## src/pkg/mwt_pkg.sv

```systemverilog
// mwt_pkg: constants for the monitor warning threshold bank
// assumes one system clock; serial management bus pins sampled on it
`default_nettype none
package mwt_pkg;

    // serial management address of the threshold space
    localparam logic [6:0] DEV_ADDR      = 7'h51;
    localparam logic [3:0] BITS_PER_BYTE = 4'h8;
    localparam logic [7:0] LIMIT_RST     = 8'h00;
    localparam logic [7:0] RD_UNMAPPED   = 8'h00;

    // threshold register indices into the limit array
    localparam int NUM_LIMITS    = 10;
    localparam int IDX_VMAX_HI   = 0;
    localparam int IDX_VMAX_LO   = 1;
    localparam int IDX_VMIN_HI   = 2;
    localparam int IDX_VMIN_LO   = 3;
    localparam int IDX_BMAX_HI   = 4;
    localparam int IDX_BMAX_LO   = 5;
    localparam int IDX_BMIN_HI   = 6;
    localparam int IDX_BMIN_LO   = 7;
    localparam int IDX_TXMAX_HI  = 8;
    localparam int IDX_TXMAX_LO  = 9;

    // byte addresses, same order as the indices above
    localparam logic [7:0] LIMIT_OFS [NUM_LIMITS] = '{
        8'h0c, 8'h0d, 8'h0e, 8'h0f, 8'h14,
        8'h15, 8'h16, 8'h17, 8'h1c, 8'h1d
    };

    // read-only warning status byte
    localparam logic [7:0] OFS_STATUS = 8'h74;
    localparam int ST_VMAX  = 0;
    localparam int ST_VMIN  = 1;
    localparam int ST_BMAX  = 2;
    localparam int ST_BMIN  = 3;
    localparam int ST_TXMAX = 4;
    localparam int ST_W     = 5;

    // count weights of the sixteen-bit threshold halves
    localparam real VOLT_HI_LSB_MV = 25.6;
    localparam real VOLT_LO_LSB_UV = 100.0;
    localparam real BIAS_LO_LSB_UA = 2.0;

    // serial engine states
    typedef enum logic [3:0] {
        ST_IDLE, ST_ADDR, ST_ADDR_ACK, ST_PTR, ST_PTR_ACK,
        ST_WDATA, ST_WDATA_ACK, ST_RDATA, ST_MACK
    } mwt_state_e;

endpackage
`default_nettype wire

```

## src/core/mwt_line_watch.sv

```systemverilog
// mwt_line_watch: start, stop and clock edge detection on the serial pins
// assumes scl and sda are already synchronous to clk_sys
`timescale 1ns/1ps
`default_nettype none
module mwt_line_watch
    import mwt_pkg::*;
(
    // clock and reset
    input  wire logic clk_sys,
    input  wire logic rst_n,
    // serial lines
    input  wire logic scl_in,
    input  wire logic sda_in,
    // decoded events
    output logic      scl_rise,
    output logic      scl_fall,
    output logic      start_seen,
    output logic      stop_seen
);

    logic scl_q;
    logic scl_d;
    logic sda_q;
    logic sda_d;

    // idle bus is high, so reset to high avoids a false edge
    always_comb begin
        scl_d = scl_in;
        sda_d = sda_in;
    end

    always_ff @(posedge clk_sys) begin
        if (!rst_n) begin
            scl_q <= 1'b1;
            sda_q <= 1'b1;
        end else begin
            scl_q <= scl_d;
            sda_q <= sda_d;
        end
    end

    // sda moving while scl stays high marks a frame boundary
    assign scl_rise   = scl_in & ~scl_q;
    assign scl_fall   = ~scl_in & scl_q;
    assign start_seen = scl_in & scl_q & sda_q & ~sda_in;
    assign stop_seen  = scl_in & scl_q & ~sda_q & sda_in;

endmodule
`default_nettype wire

```

## src/core/mwt_limit_cmp.sv

```systemverilog
// mwt_limit_cmp: high and low warning compare for one measurement
// assumes sample_upd pulses once per fresh measurement high byte
`timescale 1ns/1ps
`default_nettype none
module mwt_limit_cmp
    import mwt_pkg::*;
#(
    parameter int W = 8
) (
    // clock and reset
    input  wire logic         clk_sys,
    input  wire logic         rst_n,
    // measurement and limits, high bytes only
    input  wire logic         sample_upd,
    input  wire logic [W-1:0] sample_hi,
    input  wire logic [W-1:0] max_hi,
    input  wire logic [W-1:0] min_hi,
    // warnings
    output logic              over_warn,
    output logic              under_warn
);

    logic over_d;
    logic under_d;

    // raw unsigned compare; low bytes never reach here
    always_comb begin
        over_d  = over_warn;
        under_d = under_warn;
        if (sample_upd) begin
            over_d  = sample_hi > max_hi;
            under_d = sample_hi < min_hi;
        end
    end

    always_ff @(posedge clk_sys) begin
        if (!rst_n) begin
            over_warn  <= 1'b0;
            under_warn <= 1'b0;
        end else begin
            over_warn  <= over_d;
            under_warn <= under_d;
        end
    end
endmodule
`default_nettype wire

```

## src/core/mwt_bank.sv

```systemverilog
// mwt_bank: threshold registers behind the serial management slave
// assumes pins synchronous to clk_sys; sda is open drain
`timescale 1ns/1ps
`default_nettype none
module mwt_bank
    import mwt_pkg::*;
(
    // clock and reset
    input  wire logic       clk_sys,
    input  wire logic       rst_n,
    // serial management pins
    input  wire logic       scl_in,
    input  wire logic       sda_in,
    output logic            sda_out,
    output logic            sda_oe,
    // measurement high bytes with update strobes
    input  wire logic       supply_sample_upd,
    input  wire logic [7:0] supply_sample_hi,
    input  wire logic       bias_sample_upd,
    input  wire logic [7:0] bias_sample_hi,
    input  wire logic       tx_sample_upd,
    input  wire logic [7:0] tx_sample_hi,
    // warnings
    output logic            volt_high_warn,
    output logic            volt_low_warn,
    output logic            bias_high_warn,
    output logic            bias_low_warn,
    output logic            tx_high_warn
);

    logic             scl_rise;
    logic             scl_fall;
    logic             start_seen;
    logic             stop_seen;
    mwt_state_e       state_q;
    mwt_state_e       state_d;
    logic [3:0]       cnt_q;
    logic [3:0]       cnt_d;
    logic [7:0]       sh_q;
    logic [7:0]       sh_d;
    logic [7:0]       ptr_q;
    logic [7:0]       ptr_d;
    logic             rw_q;
    logic             rw_d;
    logic             nack_q;
    logic             nack_d;
    logic             oe_d;
    logic             wr_en;
    logic [7:0]       rd_data;
    logic [ST_W-1:0]  status;
    logic [7:0]       lim_q [NUM_LIMITS];
    logic [7:0]       lim_d [NUM_LIMITS];

    // true when the pointer selects the given byte address
    function automatic logic addr_hit(input logic [7:0] p,
                                      input logic [7:0] ofs);
        return p == ofs;
    endfunction

    mwt_line_watch u_watch (
        .clk_sys    (clk_sys),
        .rst_n      (rst_n),
        .scl_in     (scl_in),
        .sda_in     (sda_in),
        .scl_rise   (scl_rise),
        .scl_fall   (scl_fall),
        .start_seen (start_seen),
        .stop_seen  (stop_seen)
    );

    // voltage pair: only high bytes feed the compare
    mwt_limit_cmp #(.W(8)) u_volt (
        .clk_sys    (clk_sys),
        .rst_n      (rst_n),
        .sample_upd (supply_sample_upd),
        .sample_hi  (supply_sample_hi),
        .max_hi     (lim_q[IDX_VMAX_HI]),
        .min_hi     (lim_q[IDX_VMIN_HI]),
        .over_warn  (volt_high_warn),
        .under_warn (volt_low_warn)
    );

    mwt_limit_cmp #(.W(8)) u_bias (
        .clk_sys    (clk_sys),
        .rst_n      (rst_n),
        .sample_upd (bias_sample_upd),
        .sample_hi  (bias_sample_hi),
        .max_hi     (lim_q[IDX_BMAX_HI]),
        .min_hi     (lim_q[IDX_BMIN_HI]),
        .over_warn  (bias_high_warn),
        .under_warn (bias_low_warn)
    );

    // tx has no low limit here; a zero floor can never be undercut
    mwt_limit_cmp #(.W(8)) u_tx (
        .clk_sys    (clk_sys),
        .rst_n      (rst_n),
        .sample_upd (tx_sample_upd),
        .sample_hi  (tx_sample_hi),
        .max_hi     (lim_q[IDX_TXMAX_HI]),
        .min_hi     (LIMIT_RST),
        .over_warn  (tx_high_warn),
        .under_warn ()
    );

    // status byte mirrors the live warning flops
    always_comb begin
        status           = '0;
        status[ST_VMAX]  = volt_high_warn;
        status[ST_VMIN]  = volt_low_warn;
        status[ST_BMAX]  = bias_high_warn;
        status[ST_BMIN]  = bias_low_warn;
        status[ST_TXMAX] = tx_high_warn;
    end

    // read mux; low bytes read back as stored
    always_comb begin
        rd_data = RD_UNMAPPED;
        for (int i = 0; i < NUM_LIMITS; i++) begin
            if (addr_hit(ptr_q, LIMIT_OFS[i])) begin
                rd_data = lim_q[i];
            end
        end
        if (addr_hit(ptr_q, OFS_STATUS)) begin
            rd_data = {{(8 - ST_W){1'b0}}, status};
        end
    end

    // register writes; only the high byte of each hi/lo pair feeds a compare
    always_comb begin
        for (int i = 0; i < NUM_LIMITS; i++) begin
            lim_d[i] = lim_q[i];
            if (wr_en && addr_hit(ptr_q, LIMIT_OFS[i])) begin
                lim_d[i] = sh_q;
            end
        end
    end

    // serial slave: address, then pointer and write bytes, or read bytes at the current pointer
    always_comb begin
        state_d = state_q;
        cnt_d   = cnt_q;
        sh_d    = sh_q;
        ptr_d   = ptr_q;
        rw_d    = rw_q;
        nack_d  = nack_q;
        oe_d    = sda_oe;
        wr_en   = 1'b0;
        if (stop_seen) begin
            state_d = ST_IDLE;
            oe_d    = 1'b0;
        end else if (start_seen) begin
            // repeated start also lands here
            state_d = ST_ADDR;
            cnt_d   = '0;
            oe_d    = 1'b0;
        end else begin
            unique case (state_q)
                ST_IDLE: begin
                    oe_d = 1'b0;
                end
                ST_ADDR, ST_PTR, ST_WDATA: begin
                    if (scl_rise && cnt_q < BITS_PER_BYTE) begin
                        sh_d  = {sh_q[6:0], sda_in};
                        cnt_d = cnt_q + 4'h1;
                    end else if (scl_fall && cnt_q == BITS_PER_BYTE) begin
                        cnt_d = '0;
                        if (state_q == ST_ADDR) begin
                            if (sh_q[7:1] == DEV_ADDR) begin
                                rw_d    = sh_q[0];
                                oe_d    = 1'b1;
                                state_d = ST_ADDR_ACK;
                            end else begin
                                // other devices on the bus: stay quiet
                                state_d = ST_IDLE;
                            end
                        end else if (state_q == ST_PTR) begin
                            ptr_d   = sh_q;
                            oe_d    = 1'b1;
                            state_d = ST_PTR_ACK;
                        end else begin
                            wr_en   = 1'b1;
                            ptr_d   = ptr_q + 8'h01;
                            oe_d    = 1'b1;
                            state_d = ST_WDATA_ACK;
                        end
                    end
                end
                ST_ADDR_ACK, ST_PTR_ACK, ST_WDATA_ACK: begin
                    if (scl_fall) begin
                        oe_d = 1'b0;
                        if (state_q == ST_ADDR_ACK && rw_q) begin
                            sh_d    = rd_data;
                            ptr_d   = ptr_q + 8'h01;
                            oe_d    = ~rd_data[7];
                            state_d = ST_RDATA;
                        end else if (state_q == ST_ADDR_ACK) begin
                            state_d = ST_PTR;
                        end else begin
                            state_d = ST_WDATA;
                        end
                    end
                end
                ST_RDATA: begin
                    if (scl_rise && cnt_q < BITS_PER_BYTE) begin
                        cnt_d = cnt_q + 4'h1;
                    end else if (scl_fall && cnt_q == BITS_PER_BYTE) begin
                        cnt_d   = '0;
                        oe_d    = 1'b0;
                        state_d = ST_MACK;
                    end else if (scl_fall) begin
                        sh_d = {sh_q[6:0], 1'b0};
                        oe_d = ~sh_q[6];
                    end
                end
                ST_MACK: begin
                    if (scl_rise) begin
                        nack_d = sda_in;
                    end else if (scl_fall && nack_q) begin
                        state_d = ST_IDLE;
                    end else if (scl_fall) begin
                        sh_d    = rd_data;
                        ptr_d   = ptr_q + 8'h01;
                        oe_d    = ~rd_data[7];
                        state_d = ST_RDATA;
                    end
                end
            endcase
        end
    end

    // sda only ever pulls low; the pin level comes from sda_oe
    always_ff @(posedge clk_sys) begin
        if (!rst_n) begin
            state_q <= ST_IDLE;
            cnt_q   <= '0;
            sh_q    <= '0;
            ptr_q   <= '0;
            rw_q    <= 1'b0;
            nack_q  <= 1'b0;
            sda_oe  <= 1'b0;
            sda_out <= 1'b0;
            for (int i = 0; i < NUM_LIMITS; i++) begin
                lim_q[i] <= LIMIT_RST;
            end
        end else begin
            state_q <= state_d;
            cnt_q   <= cnt_d;
            sh_q    <= sh_d;
            ptr_q   <= ptr_d;
            rw_q    <= rw_d;
            nack_q  <= nack_d;
            sda_oe  <= oe_d;
            sda_out <= 1'b0;
            for (int i = 0; i < NUM_LIMITS; i++) begin
                lim_q[i] <= lim_d[i];
            end
        end
    end
endmodule
`default_nettype wire

```

## config.mk

```make
export PLATFORM = sky130hd
export DESIGN_NAME = mwt_bank
export DESIGN_NICKNAME = d
export VERILOG_FILES = /design/src/pkg/mwt_pkg.sv /design/src/core/mwt_line_watch.sv /design/src/core/mwt_limit_cmp.sv /design/src/core/mwt_bank.sv
export SDC_FILE = /design/constraint.sdc
export NUM_CORES = 1
export LEC_CHECK = 0
export BUFFER_PORTS_ARGS = -buffer_cell sky130_fd_sc_hd__buf_4
export CAP_MARGIN = 5
export CELL_PAD_IN_SITES_DETAIL_PLACEMENT = 1
export CELL_PAD_IN_SITES_GLOBAL_PLACEMENT = 2
export CORE_ASPECT_RATIO = 0.7
export CORE_MARGIN = 1.5
export CORE_UTILIZATION = 37
export DETAILED_ROUTE_END_ITERATION = 16
export PLACE_DENSITY_LB_ADDON = 0.1
export SYNTH_ARGS = -nofsm -noshare
export SYNTH_HDL_FRONTEND = slang
export SYNTH_HIERARCHICAL = 1
export SYNTH_SLANG_ARGS = --single-unit
```

## constraint.sdc

```tcl
create_clock -name clk_sys -period 3 [get_ports clk_sys]
set_input_delay 0.6 -clock clk_sys [delete_from_list [all_inputs] [get_ports clk_sys]]
set_output_delay 0.6 -clock clk_sys [all_outputs]
set_load 0.005 [all_outputs]
```

==> impl_metrics.env, run 1 <==
export IMPL_run_status="finished, final reports clean"
export IMPL_p_total_mw=4.81
export IMPL_grt_pass1_vias=7212
export IMPL_cp_arrival_ns=3.09
export IMPL_critPathRequiredTime_ns=3.32
export IMPL_setup_viol=0
export IMPL_worst_setup_path_type="reg -> reg"
export IMPL_r2r_slack_ns=0.23
export IMPL_internal_power_mw=3.30
export IMPL_coreArea_mm2=0.0183
export IMPL_regToRegEndpoint="ptr_q[3]"
export IMPL_power_switching_share=0.313
export IMPL_clk_path_buf_depth=2
export IMPL_maximum_fanout_count_along_the_critical_path=18
export IMPL_final_fill_count=2246
export IMPL_maxCapViolations=0
export IMPL_grt_start_max_net_pins=39
export IMPL_mostFrequentLayoutCells="217 x sky130_fd_sc_hd__nand2_1, 117 x sky130_fd_sc_hd__a21oi_1, 114 x sky130_fd_sc_hd__dfxtp_1, 68 x sky130_fd_sc_hd__buf_4, 54 x sky130_fd_sc_hd__inv_1"
export IMPL_power_switching_mw=1.51
export IMPL_area_growth_syn_to_layout_pct=16.5
export IMPL_vdd_drop_max_v=0.000270
export IMPL_cts_tree="built"
export IMPL_route_vias_total=6998
export IMPL_via_per_inst=5.78
export IMPL_finalHoldViolations=0
export IMPL_combinationalPowerShare=0.222
export IMPL_drc=0
export IMPL_drt_first_iter_violations=426
export IMPL_first_pass_grt_wire_length_um=40300
export IMPL_route_detailed_wl_per_inst_um=21.1
export IMPL_firstDrtPassIters=5
export IMPL_die_width_um=167
export IMPL_power_frac_seq=0.350
export IMPL_synth_avg_cell_area_um2=7.52
export IMPL_p_leak_nw=2.82
export IMPL_leading_cell_type_in_the_layout_fill_and_taps_excluded="sky130_fd_sc_hd__nand2_1"
export IMPL_report_final_slew_viol_count=0
export IMPL_fin_hold_ws_ns=0.392
export IMPL_h_tree_depth=4
export IMPL_clk_transition_reported_paths_ns=0.06
export IMPL_postSynthNetCount=1006
export IMPL_die_height_um=118
export IMPL_clock_latency_ns=0.43
export IMPL_detail_route_antenna_nets=0
export IMPL_fin_worst_skew_ns=0.0139
export IMPL_setup_worst_path_end_class="flip-flop"
export IMPL_worst_hold_path_type="in -> reg"
export IMPL_syn_instance_count=931
export IMPL_numPlacedInstances=1180
export IMPL_cts_hold_buffers=0
export IMPL_clock_power_share=0.428
export IMPL_die_area_mm2=0.0198
export IMPL_rsz0062_at_grt="false"
export IMPL_top_level_pins=38
export IMPL_tritoncts_num_sinks=114
export IMPL_ff2ff_path_depth=7
export IMPL_gr_total_overflow=0
export IMPL_antenna_found_initial=0
export IMPL_whs_path_depth=2
export IMPL_effective_utilization_at_floorplan=0.383
export IMPL_hpwl_after_dpl_um=18500
export IMPL_cts_resized_gates=0
export IMPL_cts_setup_buffers=0
export IMPL_synthesis_yosys_warnings=6
export IMPL_slew_limit_headroom=0.358
export IMPL_routed_wl_um=25500
export IMPL_worst_hold_startpoint="scl_in"
export IMPL_antenna_diode_count=0
export IMPL_clockRootBuffer="sky130_fd_sc_hd__clkbuf_16"
export IMPL_drive_above_1_share=0.126
export IMPL_p_per_area_mw_per_mm2=590
export IMPL_timing_final_crit_share=0.923
export IMPL_hold_path_endpoint="u_watch/scl_q"
export IMPL_crit_path_start_kind="flip-flop"
export IMPL_r2r_start="state_q[3]"
export IMPL_num_nets_final=1038
export IMPL_clock_fmax_mhz=361
export IMPL_layout_min_cycle_time_ns=2.77
export IMPL_fin_cells=1211
export IMPL_number_of_clock_buffers_inserted_by_tritoncts=17
export IMPL_row_count=41
export IMPL_netlist_area_mm2=0.00700
export IMPL_groute_usage_overall=0.264
export IMPL_io_buffer_count=36
export IMPL_finalWeightedCongestion=0.885
export IMPL_worst_pin_slew_ns=0.956
## worst max path at each step
stage | cells after the start | start | end
after detailed placement | 8 | scl_in | lim_q[8][4]
after CTS | 7 | u_watch/scl_q | lim_q[8][3]
after floorplan | 8 | scl_in | lim_q[4][7]
after global placement | 8 | scl_in | lim_q[8][2]
final | 7 | state_q[3] | ptr_q[3]
after global routing | 7 | state_q[3] | ptr_q[3]
## flip-flops by register name, indices dropped and copies added, names as in the netlist
| register | flops |
|---|---|
| cnt_q | 4 |
| lim_q | 80 |
| nack_q | 1 |
| ptr_q | 8 |
| rw_q | 1 |
| sda_oe | 1 |
| sh_q | 8 |
| state_q | 4 |
| u_bias/over_warn | 1 |
| u_bias/under_warn | 1 |
| u_tx/over_warn | 1 |
| u_volt/over_warn | 1 |
| u_volt/under_warn | 1 |
| u_watch/scl_q | 1 |
| u_watch/sda_q | 1 |
## worst max-delay path, stage by stage, from the launching register on
cell and delay [ns]:
sky130_fd_sc_hd__dfxtp_1 0.67, sky130_fd_sc_hd__nor4b_1 0.63, sky130_fd_sc_hd__nand3_1 0.30, sky130_fd_sc_hd__o211a_1 0.20
sky130_fd_sc_hd__nand4b_1 0.30, sky130_fd_sc_hd__buf_4 0.24, sky130_fd_sc_hd__a21oi_1 0.06, sky130_fd_sc_hd__o221a_2 0.26
## metal layers
layer | share of wire | GRT usage | routed length, µm
met5 | 0 | 0 | 0
met4 | 0.024 | 0.0929 | 614
met3 | 0.054 | 0.0541 | 1380
met2 | 0.42 | 0.385 | 10800
met1 | 0.50 | 0.381 | 12700
## power groups by stage
stage,logic (mW),registers (mW),clock network [mW]
4_1_cts,1.06,1.68,2.09
5_1_grt,1.15,1.69,2.15
6_report,1.07,1.68,2.06
3_3_place_gp,1.01,1.71,0
3_5_place_dp,1.05,1.72,0
2_1_floorplan,0.676,1.65,0
## stage by stage
stage	instance area (µm²)	worst slack, ns	utilization	TNS [ns]
4_1_cts	8160	0.330	0.447	0
3_3_place_gp	7560	0.136	0.414	0
6_report	8160	0.231	0.447	0
3_5_place_dp	7560	-0.0735	0.414	-0.390
5_1_grt	8160	0.0452	0.447	0
2_1_floorplan	7000	0.738	-	0
## area by class of cell
class	instances	area, µm²	share of cell area
inverter	55	206	0.0253
multi-input combinational	706	4250	0.521
sequential	114	2280	0.280
clock buffer	27	523	0.0641
timing repair buffer	69	531	0.0650
clock inverter	4	70.1	0.00859
tap	236	295	0.0362
Power figures use the tool's default switching activity.
==> run 2, diff against run 1 <==
--- a/config.mk
+++ b/config.mk
@@ -16,5 +16,4 @@
 export PLACE_DENSITY_LB_ADDON = 0.1
 export SYNTH_ARGS = -nofsm -noshare
 export SYNTH_HDL_FRONTEND = slang
-export SYNTH_HIERARCHICAL = 1
 export SYNTH_SLANG_ARGS = --single-unit
==> run 2 against run 1 <==
Non-clock buffer count increased by 8. Global-route usage grew 0.43 points. Maximum frequency fell by 0.56%. Via count decreased by 0.53%. Register-to-register slack got worse by 0.02 ns. Power down 19%. Largest cell class unchanged. Highest routed layer unchanged.
==> impl_metrics.env, run 2 <==
export IMPL_run_status="finished, final reports clean"
export IMPL_detailed_place_area_mm2=0.00784
export IMPL_cts_tree="built"
export IMPL_fin_worst_skew_ns=0.00848
export IMPL_fin_hold_ws_ns=0.423
export IMPL_antenna_found_initial=0
export IMPL_postSynthNetCount=981
export IMPL_clock_power_share=0.552
export IMPL_report_final_slew_viol_count=0
export IMPL_grt_pass1_vias=7066
export IMPL_finalWeightedCongestion=0.921
export IMPL_ys_ff_latch=114
export IMPL_power_frac_seq=0.395
export IMPL_timing_final_crit_share=0.928
export IMPL_power_switching_share=0.218
export IMPL_rsz0062_at_grt="false"
export IMPL_antenna_diode_count=0
export IMPL_syn_instance_count=906
export IMPL_combinationalPowerShare=0.052
export IMPL_synth_edff_count=0
export IMPL_grt_start_max_net_pins=61
export IMPL_setup_viol=0
export IMPL_detail_route_antenna_nets=0
export IMPL_die_height_um=120
export IMPL_p_total_mw=3.89
export IMPL_worst_hold_path_type="in -> reg"
export IMPL_h_tree_depth=4
export IMPL_firstDrtPassIters=7
export IMPL_main_combinational_cell_family_by_area_after_synthesis="simple AND/OR/NAND/NOR gates"
export IMPL_crit_path_start_kind="flip-flop"
export IMPL_layout_min_cycle_time_ns=2.78
export IMPL_mostFrequentLayoutCells="114 x sky130_fd_sc_hd__dfxtp_1, 104 x sky130_fd_sc_hd__nand2_1, 77 x sky130_fd_sc_hd__buf_4, 74 x sky130_fd_sc_hd__a21oi_1, 62 x sky130_fd_sc_hd__o21ai_0"
export IMPL_p_leak_nw=2.85
export IMPL_netlist_area_mm2=0.00722
export IMPL_synthesis_yosys_warnings=0
export IMPL_gr_total_overflow=0
export IMPL_biggestRegsByFlops="lim_q (80), ptr_q (8), sh_q (8)"
export IMPL_tritoncts_num_sinks=114
export IMPL_hpwl_after_dpl_um=19100
export IMPL_dominantRegCellSynth="sky130_fd_sc_hd__dfxtp_1"
export IMPL_die_area_mm2=0.0204
export IMPL_power_switching_mw=0.848
export IMPL_yosys_area_share_xor_xnor=0.00121
export IMPL_cp_slowest_stage_delay_ns=0.58
export IMPL_post_synth_fa_ha_maj_area_fraction=0.0763
export IMPL_drt_first_iter_violations=440
export IMPL_grt_util_met2=0.401
export IMPL_largest_register_ff_count=80
export IMPL_synth_seq_area_share=0.316
export IMPL_first_pass_grt_wire_length_um=41100
export IMPL_route_vias_total=6961
export IMPL_fin_setup_tns_ns=0
export IMPL_worst_setup_path_type="reg -> reg"
export IMPL_clk_path_buf_depth=2
export IMPL_clock_latency_ns=0.43
export IMPL_row_count=42
export IMPL_r2r_slack_ns=0.22
export IMPL_asyncSetResetFlopFracSynth=0
export IMPL_p_per_area_mw_per_mm2=460
export IMPL_maxCapViolations=0
export IMPL_grt_use_met3=0.0521
export IMPL_drc=0
export IMPL_leading_area_contributor_after_synthesis="sky130_fd_sc_hd__dfxtp_1"
export IMPL_share_of_the_synthesized_area_in_the_top_cell_type=0.316
export IMPL_routed_wl_um=26400
export IMPL_num_nets_final=1012
export IMPL_clk_transition_reported_paths_ns=0.05
export IMPL_critical_path_slowest_cell="sky130_fd_sc_hd__a2111oi_0"
export IMPL_route_detailed_wl_per_inst_um=21.8
export IMPL_groute_usage_overall=0.268
export IMPL_synth_compound_area_share=0.209
export IMPL_synth_mux_area_frac=0.0790
export IMPL_cts_hold_buffers=0
export IMPL_globalRoute_busiestLayer="met2"
export IMPL_effective_utilization_at_floorplan=0.379
export IMPL_multiInputGateArea_mm2=0.00445
export IMPL_die_width_um=170
export IMPL_area_growth_syn_to_layout_pct=17.3
export IMPL_synthMostInstantiatedCell="sky130_fd_sc_hd__dfxtp_1"
export IMPL_setup_worst_path_end_class="flip-flop"
export IMPL_maximum_fanout_count_along_the_critical_path=12
export IMPL_vdd_drop_max_v=0.000371
export IMPL_synth_simple_gate_area_frac=0.250
export IMPL_worst_pin_slew_ns=0.935
export IMPL_final_standard_cell_area_without_fillers_mm2=0.00846
export IMPL_clockRootBuffer="sky130_fd_sc_hd__clkbuf_16"
export IMPL_io_buffer_count=36
export IMPL_leading_cell_type_in_the_layout_fill_and_taps_excluded="sky130_fd_sc_hd__dfxtp_1"
export IMPL_finalHoldViolations=0
export IMPL_cp_arrival_ns=3.14
export IMPL_internal_power_mw=3.04
export IMPL_worst_path_most_repeated_cell="sky130_fd_sc_hd__buf_4"
export IMPL_critPathRequiredTime_ns=3.35
export IMPL_netlist_top_cells_area="sky130_fd_sc_hd__dfxtp_1 32%, sky130_fd_sc_hd__mux2i_1 7.9%, sky130_fd_sc_hd__ha_1 7.6%"
export IMPL_synth_top_cells_by_count="114 x sky130_fd_sc_hd__dfxtp_1, 104 x sky130_fd_sc_hd__nand2_1, 74 x sky130_fd_sc_hd__a21oi_1"
export IMPL_flip_flop_and_latch_area_mm2=0.00228
export IMPL_via_per_inst=5.74
export IMPL_most_flops_register="lim_q"
export IMPL_top_level_pins=38
export IMPL_routing_usage_on_met1=0.393
export IMPL_cts_setup_buffers=0
export IMPL_coreArea_mm2=0.0190
export IMPL_drive_above_1_share=0.131
export IMPL_synth_distinct_cells=68
export IMPL_final_fill_count=2320
export IMPL_crit_chain="inv_1 -> ha_1 -> buf_4 -> nor2b_1 -> a2111oi_0 -> buf_4 -> o21ai_0 -> a21oi_1 -> o221ai_1 -> a31oi_1"
export IMPL_number_of_clock_buffers_inserted_by_tritoncts=17
export IMPL_slew_limit_headroom=0.376
export IMPL_synth_avg_cell_area_um2=7.97
export IMPL_clock_fmax_mhz=359
[run 2: kinds of logic after synthesis]
logic type,Yosys count
AOI/OAI and AO/OA,237
xor gates and xnor gates,1
adders and majority gates,44
buffers and inverters,120
DFF,114
muxes,57
other,1
and+or+nand+nor,332
[run 2: what timing repair did]
action	in CTS	in global routing
setup endpoints to repair	1	1
cloned	0	0
resized for setup	1	1
[run 2: layout make-up]
cell class,count,share of cell area
Timing Repair Buffer,77,0.0683
Inverter,55,0.0244
Tap cell,264,0.0390
Clock inverter,4,0.0112
Sequential cell,114,0.270
Multi-Input combinational cell,672,0.526
Clock buffer,26,0.0613
[run 2: power by group through the flow]
stage | logic, mW | clock network [mW] | registers [mW]
after floorplan | 0.117 | 0 | 1.56
after global placement | 0.189 | 0 | 1.57
after detailed placement | 0.203 | 0 | 1.57
after CTS | 0.204 | 2.19 | 1.54
after global routing | 0.223 | 2.26 | 1.54
final | 0.203 | 2.15 | 1.54
[run 2: final timing paths]
| path | startpoint | to | cells past startpoint |
|---|---|---|---|
| worst max-delay path | ptr_q[1] | sh_q[1] | 10 |
| worst min-delay path | scl_in | u_watch.scl_q | 3 |
| worst max register to register | ptr_q[1] | sh_q[1] | 10 |
| worst min register to register | lim_q[7][2] | lim_q[7][2] | 2 |
[run 2: stage by stage]
| stage | setup WS, ns | instances | util |
|---|---|---|---|
| after floorplan | 0.830 | 906 | - |
| after global placement | 0.0797 | 1182 | 0.412 |
| after detailed placement | 0.0694 | 1182 | 0.412 |
| after CTS | 0.156 | 1212 | 0.445 |
| after global routing | 0.0245 | 1212 | 0.445 |
| final | 0.215 | 1212 | 0.445 |
[run 2: metal layers]
layer,vias to the layer above,share of wire
met5,-,0
met1,3492,0.50
met3,22,0.055
li1,3273,-
met2,174,0.44
met4,0,0.0097
[run 2: worst max-delay path, delay by kind of cell (launching register included)]
| kind | cells | cell delay [ns] |
|---|---|---|
| AOI/OAI and AO/OA | 5 | 1.25 |
| adders and majority gates | 1 | 0.34 |
| buffers and inverters | 3 | 0.57 |
| DFF | 1 | 0.42 |
| and+or+nand+nor | 1 | 0.13 |
==> run 3, diff against run 2 <==
--- a/config.mk
+++ b/config.mk
@@ -7,13 +7,11 @@
 export LEC_CHECK = 0
 export BUFFER_PORTS_ARGS = -buffer_cell sky130_fd_sc_hd__buf_4
 export CAP_MARGIN = 5
-export CELL_PAD_IN_SITES_DETAIL_PLACEMENT = 1
-export CELL_PAD_IN_SITES_GLOBAL_PLACEMENT = 2
 export CORE_ASPECT_RATIO = 0.7
 export CORE_MARGIN = 1.5
-export CORE_UTILIZATION = 37
+export CORE_UTILIZATION = 62
 export DETAILED_ROUTE_END_ITERATION = 16
-export PLACE_DENSITY_LB_ADDON = 0.1
+export PLACE_DENSITY = 0.77
 export SYNTH_ARGS = -nofsm -noshare
 export SYNTH_HDL_FRONTEND = slang
 export SYNTH_SLANG_ARGS = --single-unit
==> run 3 against run 2 <==
Register-to-register slack got worse by 0.09 ns. Power down 3.6%. Global-route usage up 10 points. Maximum frequency down 3.2%. Final cell count down 9.6%. Non-clock buffer count decreased by 6. Hold slack better by 0.0095 ns. Sequential power about the same. Critical path depth shrank 3. Via count increased by 1.8%.
==> impl_metrics.env, run 3 (same netlist as run 2, synthesis figures left out) <==
export IMPL_num_nets_final=1006
export IMPL_grt_start_max_net_pins=55
export IMPL_antenna_diode_count=0
export IMPL_groute_usage_overall=0.370
export IMPL_detail_route_wirelength_met1_um=9360
export IMPL_clockRootBuffer="sky130_fd_sc_hd__clkbuf_16"
export IMPL_fin_worst_skew_ns=0.00826
export IMPL_ff2ff_path_depth=7
export IMPL_route_vias_total=7083
export IMPL_clock_latency_ns=0.42
export IMPL_cp_slowest_stage_delay_ns=0.76
export IMPL_worst_hold_path_type="in -> reg"
export IMPL_final_fill_count=835
export IMPL_hpwl_after_dpl_um=15200
export IMPL_report_final_slew_viol_count=0
export IMPL_die_width_um=132
export IMPL_mostFrequentLayoutCells="114 x sky130_fd_sc_hd__dfxtp_1, 104 x sky130_fd_sc_hd__nand2_1, 74 x sky130_fd_sc_hd__a21oi_1, 71 x sky130_fd_sc_hd__buf_4, 62 x sky130_fd_sc_hd__o21ai_0"
export IMPL_effective_utilization_at_floorplan=0.646
export IMPL_detail_route_antenna_nets=0
export IMPL_row_count=32
export IMPL_r2r_start="ptr_q[0]"
export IMPL_layout_min_cycle_time_ns=2.88
export IMPL_power_frac_seq=0.410
export IMPL_tritoncts_num_sinks=114
export IMPL_cp_arrival_ns=3.18
export IMPL_clk_transition_reported_paths_ns=0.06
export IMPL_combinationalPowerShare=0.052
export IMPL_largest_register_ff_count=80
export IMPL_timing_critical_path_max_delay_family="compound AO/OA/AOI/OAI gates"
export IMPL_internal_power_mw=2.92
export IMPL_finalHoldViolations=0
export IMPL_drt_first_iter_violations=1013
export IMPL_most_flops_register="lim_q"
export IMPL_top_level_pins=38
export IMPL_setup_worst_path_end_class="flip-flop"
export IMPL_critical_path_slowest_cell="sky130_fd_sc_hd__a2111oi_1"
export IMPL_run_status="finished, final reports clean"
export IMPL_top_layer="met4"
export IMPL_dr_wl_met3_um=2580
export IMPL_worst_hold_startpoint="sda_in"
export IMPL_crit_path_buffers_inverters=1
export IMPL_timing_final_crit_share=0.959
export IMPL_number_of_clock_buffers_inserted_by_tritoncts=17
export IMPL_finalWeightedCongestion=1.02
export IMPL_critical_path_depth=7
export IMPL_whs_path_depth=2
export IMPL_antenna_found_initial=0
export IMPL_regToRegEndpoint="sh_q[2]"
export IMPL_maxCapViolations=0
export IMPL_grt_pass1_vias=6768
export IMPL_detailroute_wirelength_met2_um=9460
export IMPL_cts_hold_buffers=0
export IMPL_firstDrtPassIters=9
export IMPL_crit_chain="ha_1 -> buf_4 -> a2111oi_0 -> a2111oi_1 -> o21ai_0 -> o2111ai_1 -> a21boi_0"
export IMPL_via_per_inst=6.46
export IMPL_power_switching_mw=0.831
export IMPL_fin_setup_tns_ns=0
export IMPL_h_tree_depth=4
export IMPL_cts_tree="built"
export IMPL_worst_pin_slew_ns=1.03
export IMPL_p_leak_nw=2.80
export IMPL_drive_above_1_share=0.128
export IMPL_worst_setup_path_type="reg -> reg"
export IMPL_vdd_drop_max_v=0.000451
export IMPL_gr_total_overflow=0
export IMPL_crit_path_start_kind="flip-flop"
export IMPL_p_per_area_mw_per_mm2=455
export IMPL_r2r_slack_ns=0.12
export IMPL_routed_wl_um=22100
export IMPL_area_growth_syn_to_layout_pct=14.3
export IMPL_clk_path_buf_depth=2
export IMPL_slew_limit_headroom=0.311
export IMPL_setup_viol=0
export IMPL_die_area_mm2=0.0123
export IMPL_fin_cells=1096
export IMPL_critPathRequiredTime_ns=3.30
export IMPL_leading_cell_type_in_the_layout_fill_and_taps_excluded="sky130_fd_sc_hd__dfxtp_1"
export IMPL_clock_fmax_mhz=347
export IMPL_coreArea_mm2=0.0112
export IMPL_hold_path_endpoint="u_watch.sda_q"
export IMPL_power_switching_share=0.221
export IMPL_die_height_um=93.3
export IMPL_maximum_fanout_count_along_the_critical_path=18
export IMPL_biggestRegsByFlops="lim_q (80), ptr_q (8), sh_q (8)"
export IMPL_drc=0
export IMPL_route_detailed_wl_per_inst_um=20.1
export IMPL_numPlacedInstances=1065
export IMPL_clock_power_share=0.538
export IMPL_io_buffer_count=36
export IMPL_p_total_mw=3.75
export IMPL_first_pass_grt_wire_length_um=35400
[run 3: cell types whose count changed in the layout (fill, tap and decap cells not counted), sizes merged]
cell / before / now
buf: 77 / 71
clkbuf: 26 / 19
clkinv: 2 / 8
clkinvlp: 0 / 2
[run 3: how the worst max path moves through the flow]
stage | from | to | slack (ns)
finish | ptr_q[0] | sh_q[2] | 0.12
global route | ptr_q[1] | sh_q[2] | -0.003
CTS | ptr_q[0] | sh_q[2] | 0.02
detailed placement | ptr_q[1] | sh_q[4] | 0.17
global placement | ptr_q[1] | sh_q[4] | 0.24
floorplan | scl_in | lim_q[4][2] | 0.83
[run 3: layer usage]
metal,up-vias,global-route usage
li1,3260,-
met1,3307,0.496
met2,436,0.570
met3,80,0.108
met4,0,0.130
met5,-,0
[run 3: cell type report]
type | instances | area (µm²) | share of cell area
sequential | 114 | 2280 | 0.277
clock inverter | 12 | 140 | 0.0170
inverter | 55 | 206 | 0.0250
clock buffer | 19 | 443 | 0.0537
timing repair buffer | 71 | 533 | 0.0646
tap | 153 | 191 | 0.0232
multi-input combinational | 672 | 4460 | 0.540
[run 3: per-stage QoR]
| stage | cell area [µm²] | hold WS [ns] | util | worst slack [ns] |
|---|---|---|---|---|
| floorplan | 7220 | 0.432 | - | 0.830 |
| global placement | 7660 | 0.442 | 0.686 | 0.236 |
| detailed placement | 7660 | 0.449 | 0.686 | 0.168 |
| CTS | 8240 | 0.418 | 0.738 | 0.0195 |
| global route | 8250 | 0.441 | 0.739 | -0.00334 |
| finish | 8250 | 0.433 | 0.739 | 0.122 |
[run 3: power groups by stage]
| stage | combinational (mW) | sequential, mW | clock, mW |
|---|---|---|---|
| after detailed placement | 0.190 | 1.57 | 0 |
| after floorplan | 0.117 | 1.56 | 0 |
| after CTS | 0.192 | 1.54 | 2.03 |
| final | 0.194 | 1.54 | 2.02 |
| after global routing | 0.217 | 1.54 | 2.10 |
| after global placement | 0.179 | 1.57 | 0 |
[run 3: repair_timing]
action                     in CTS  in global routing
resized for setup               0                  4
setup buffers                   0                  0
setup endpoints to repair       0                  3
[run 3: worst reg2reg max path, stage by stage, from the launching register on]
cell	delay [ns]
sky130_fd_sc_hd__dfxtp_1	0.43
sky130_fd_sc_hd__ha_1	0.58
sky130_fd_sc_hd__buf_4	0.36
sky130_fd_sc_hd__a2111oi_0	0.13
sky130_fd_sc_hd__a2111oi_1	0.76
sky130_fd_sc_hd__o21ai_0	0.24
sky130_fd_sc_hd__o2111ai_1	0.15
sky130_fd_sc_hd__a21boi_0	0.11
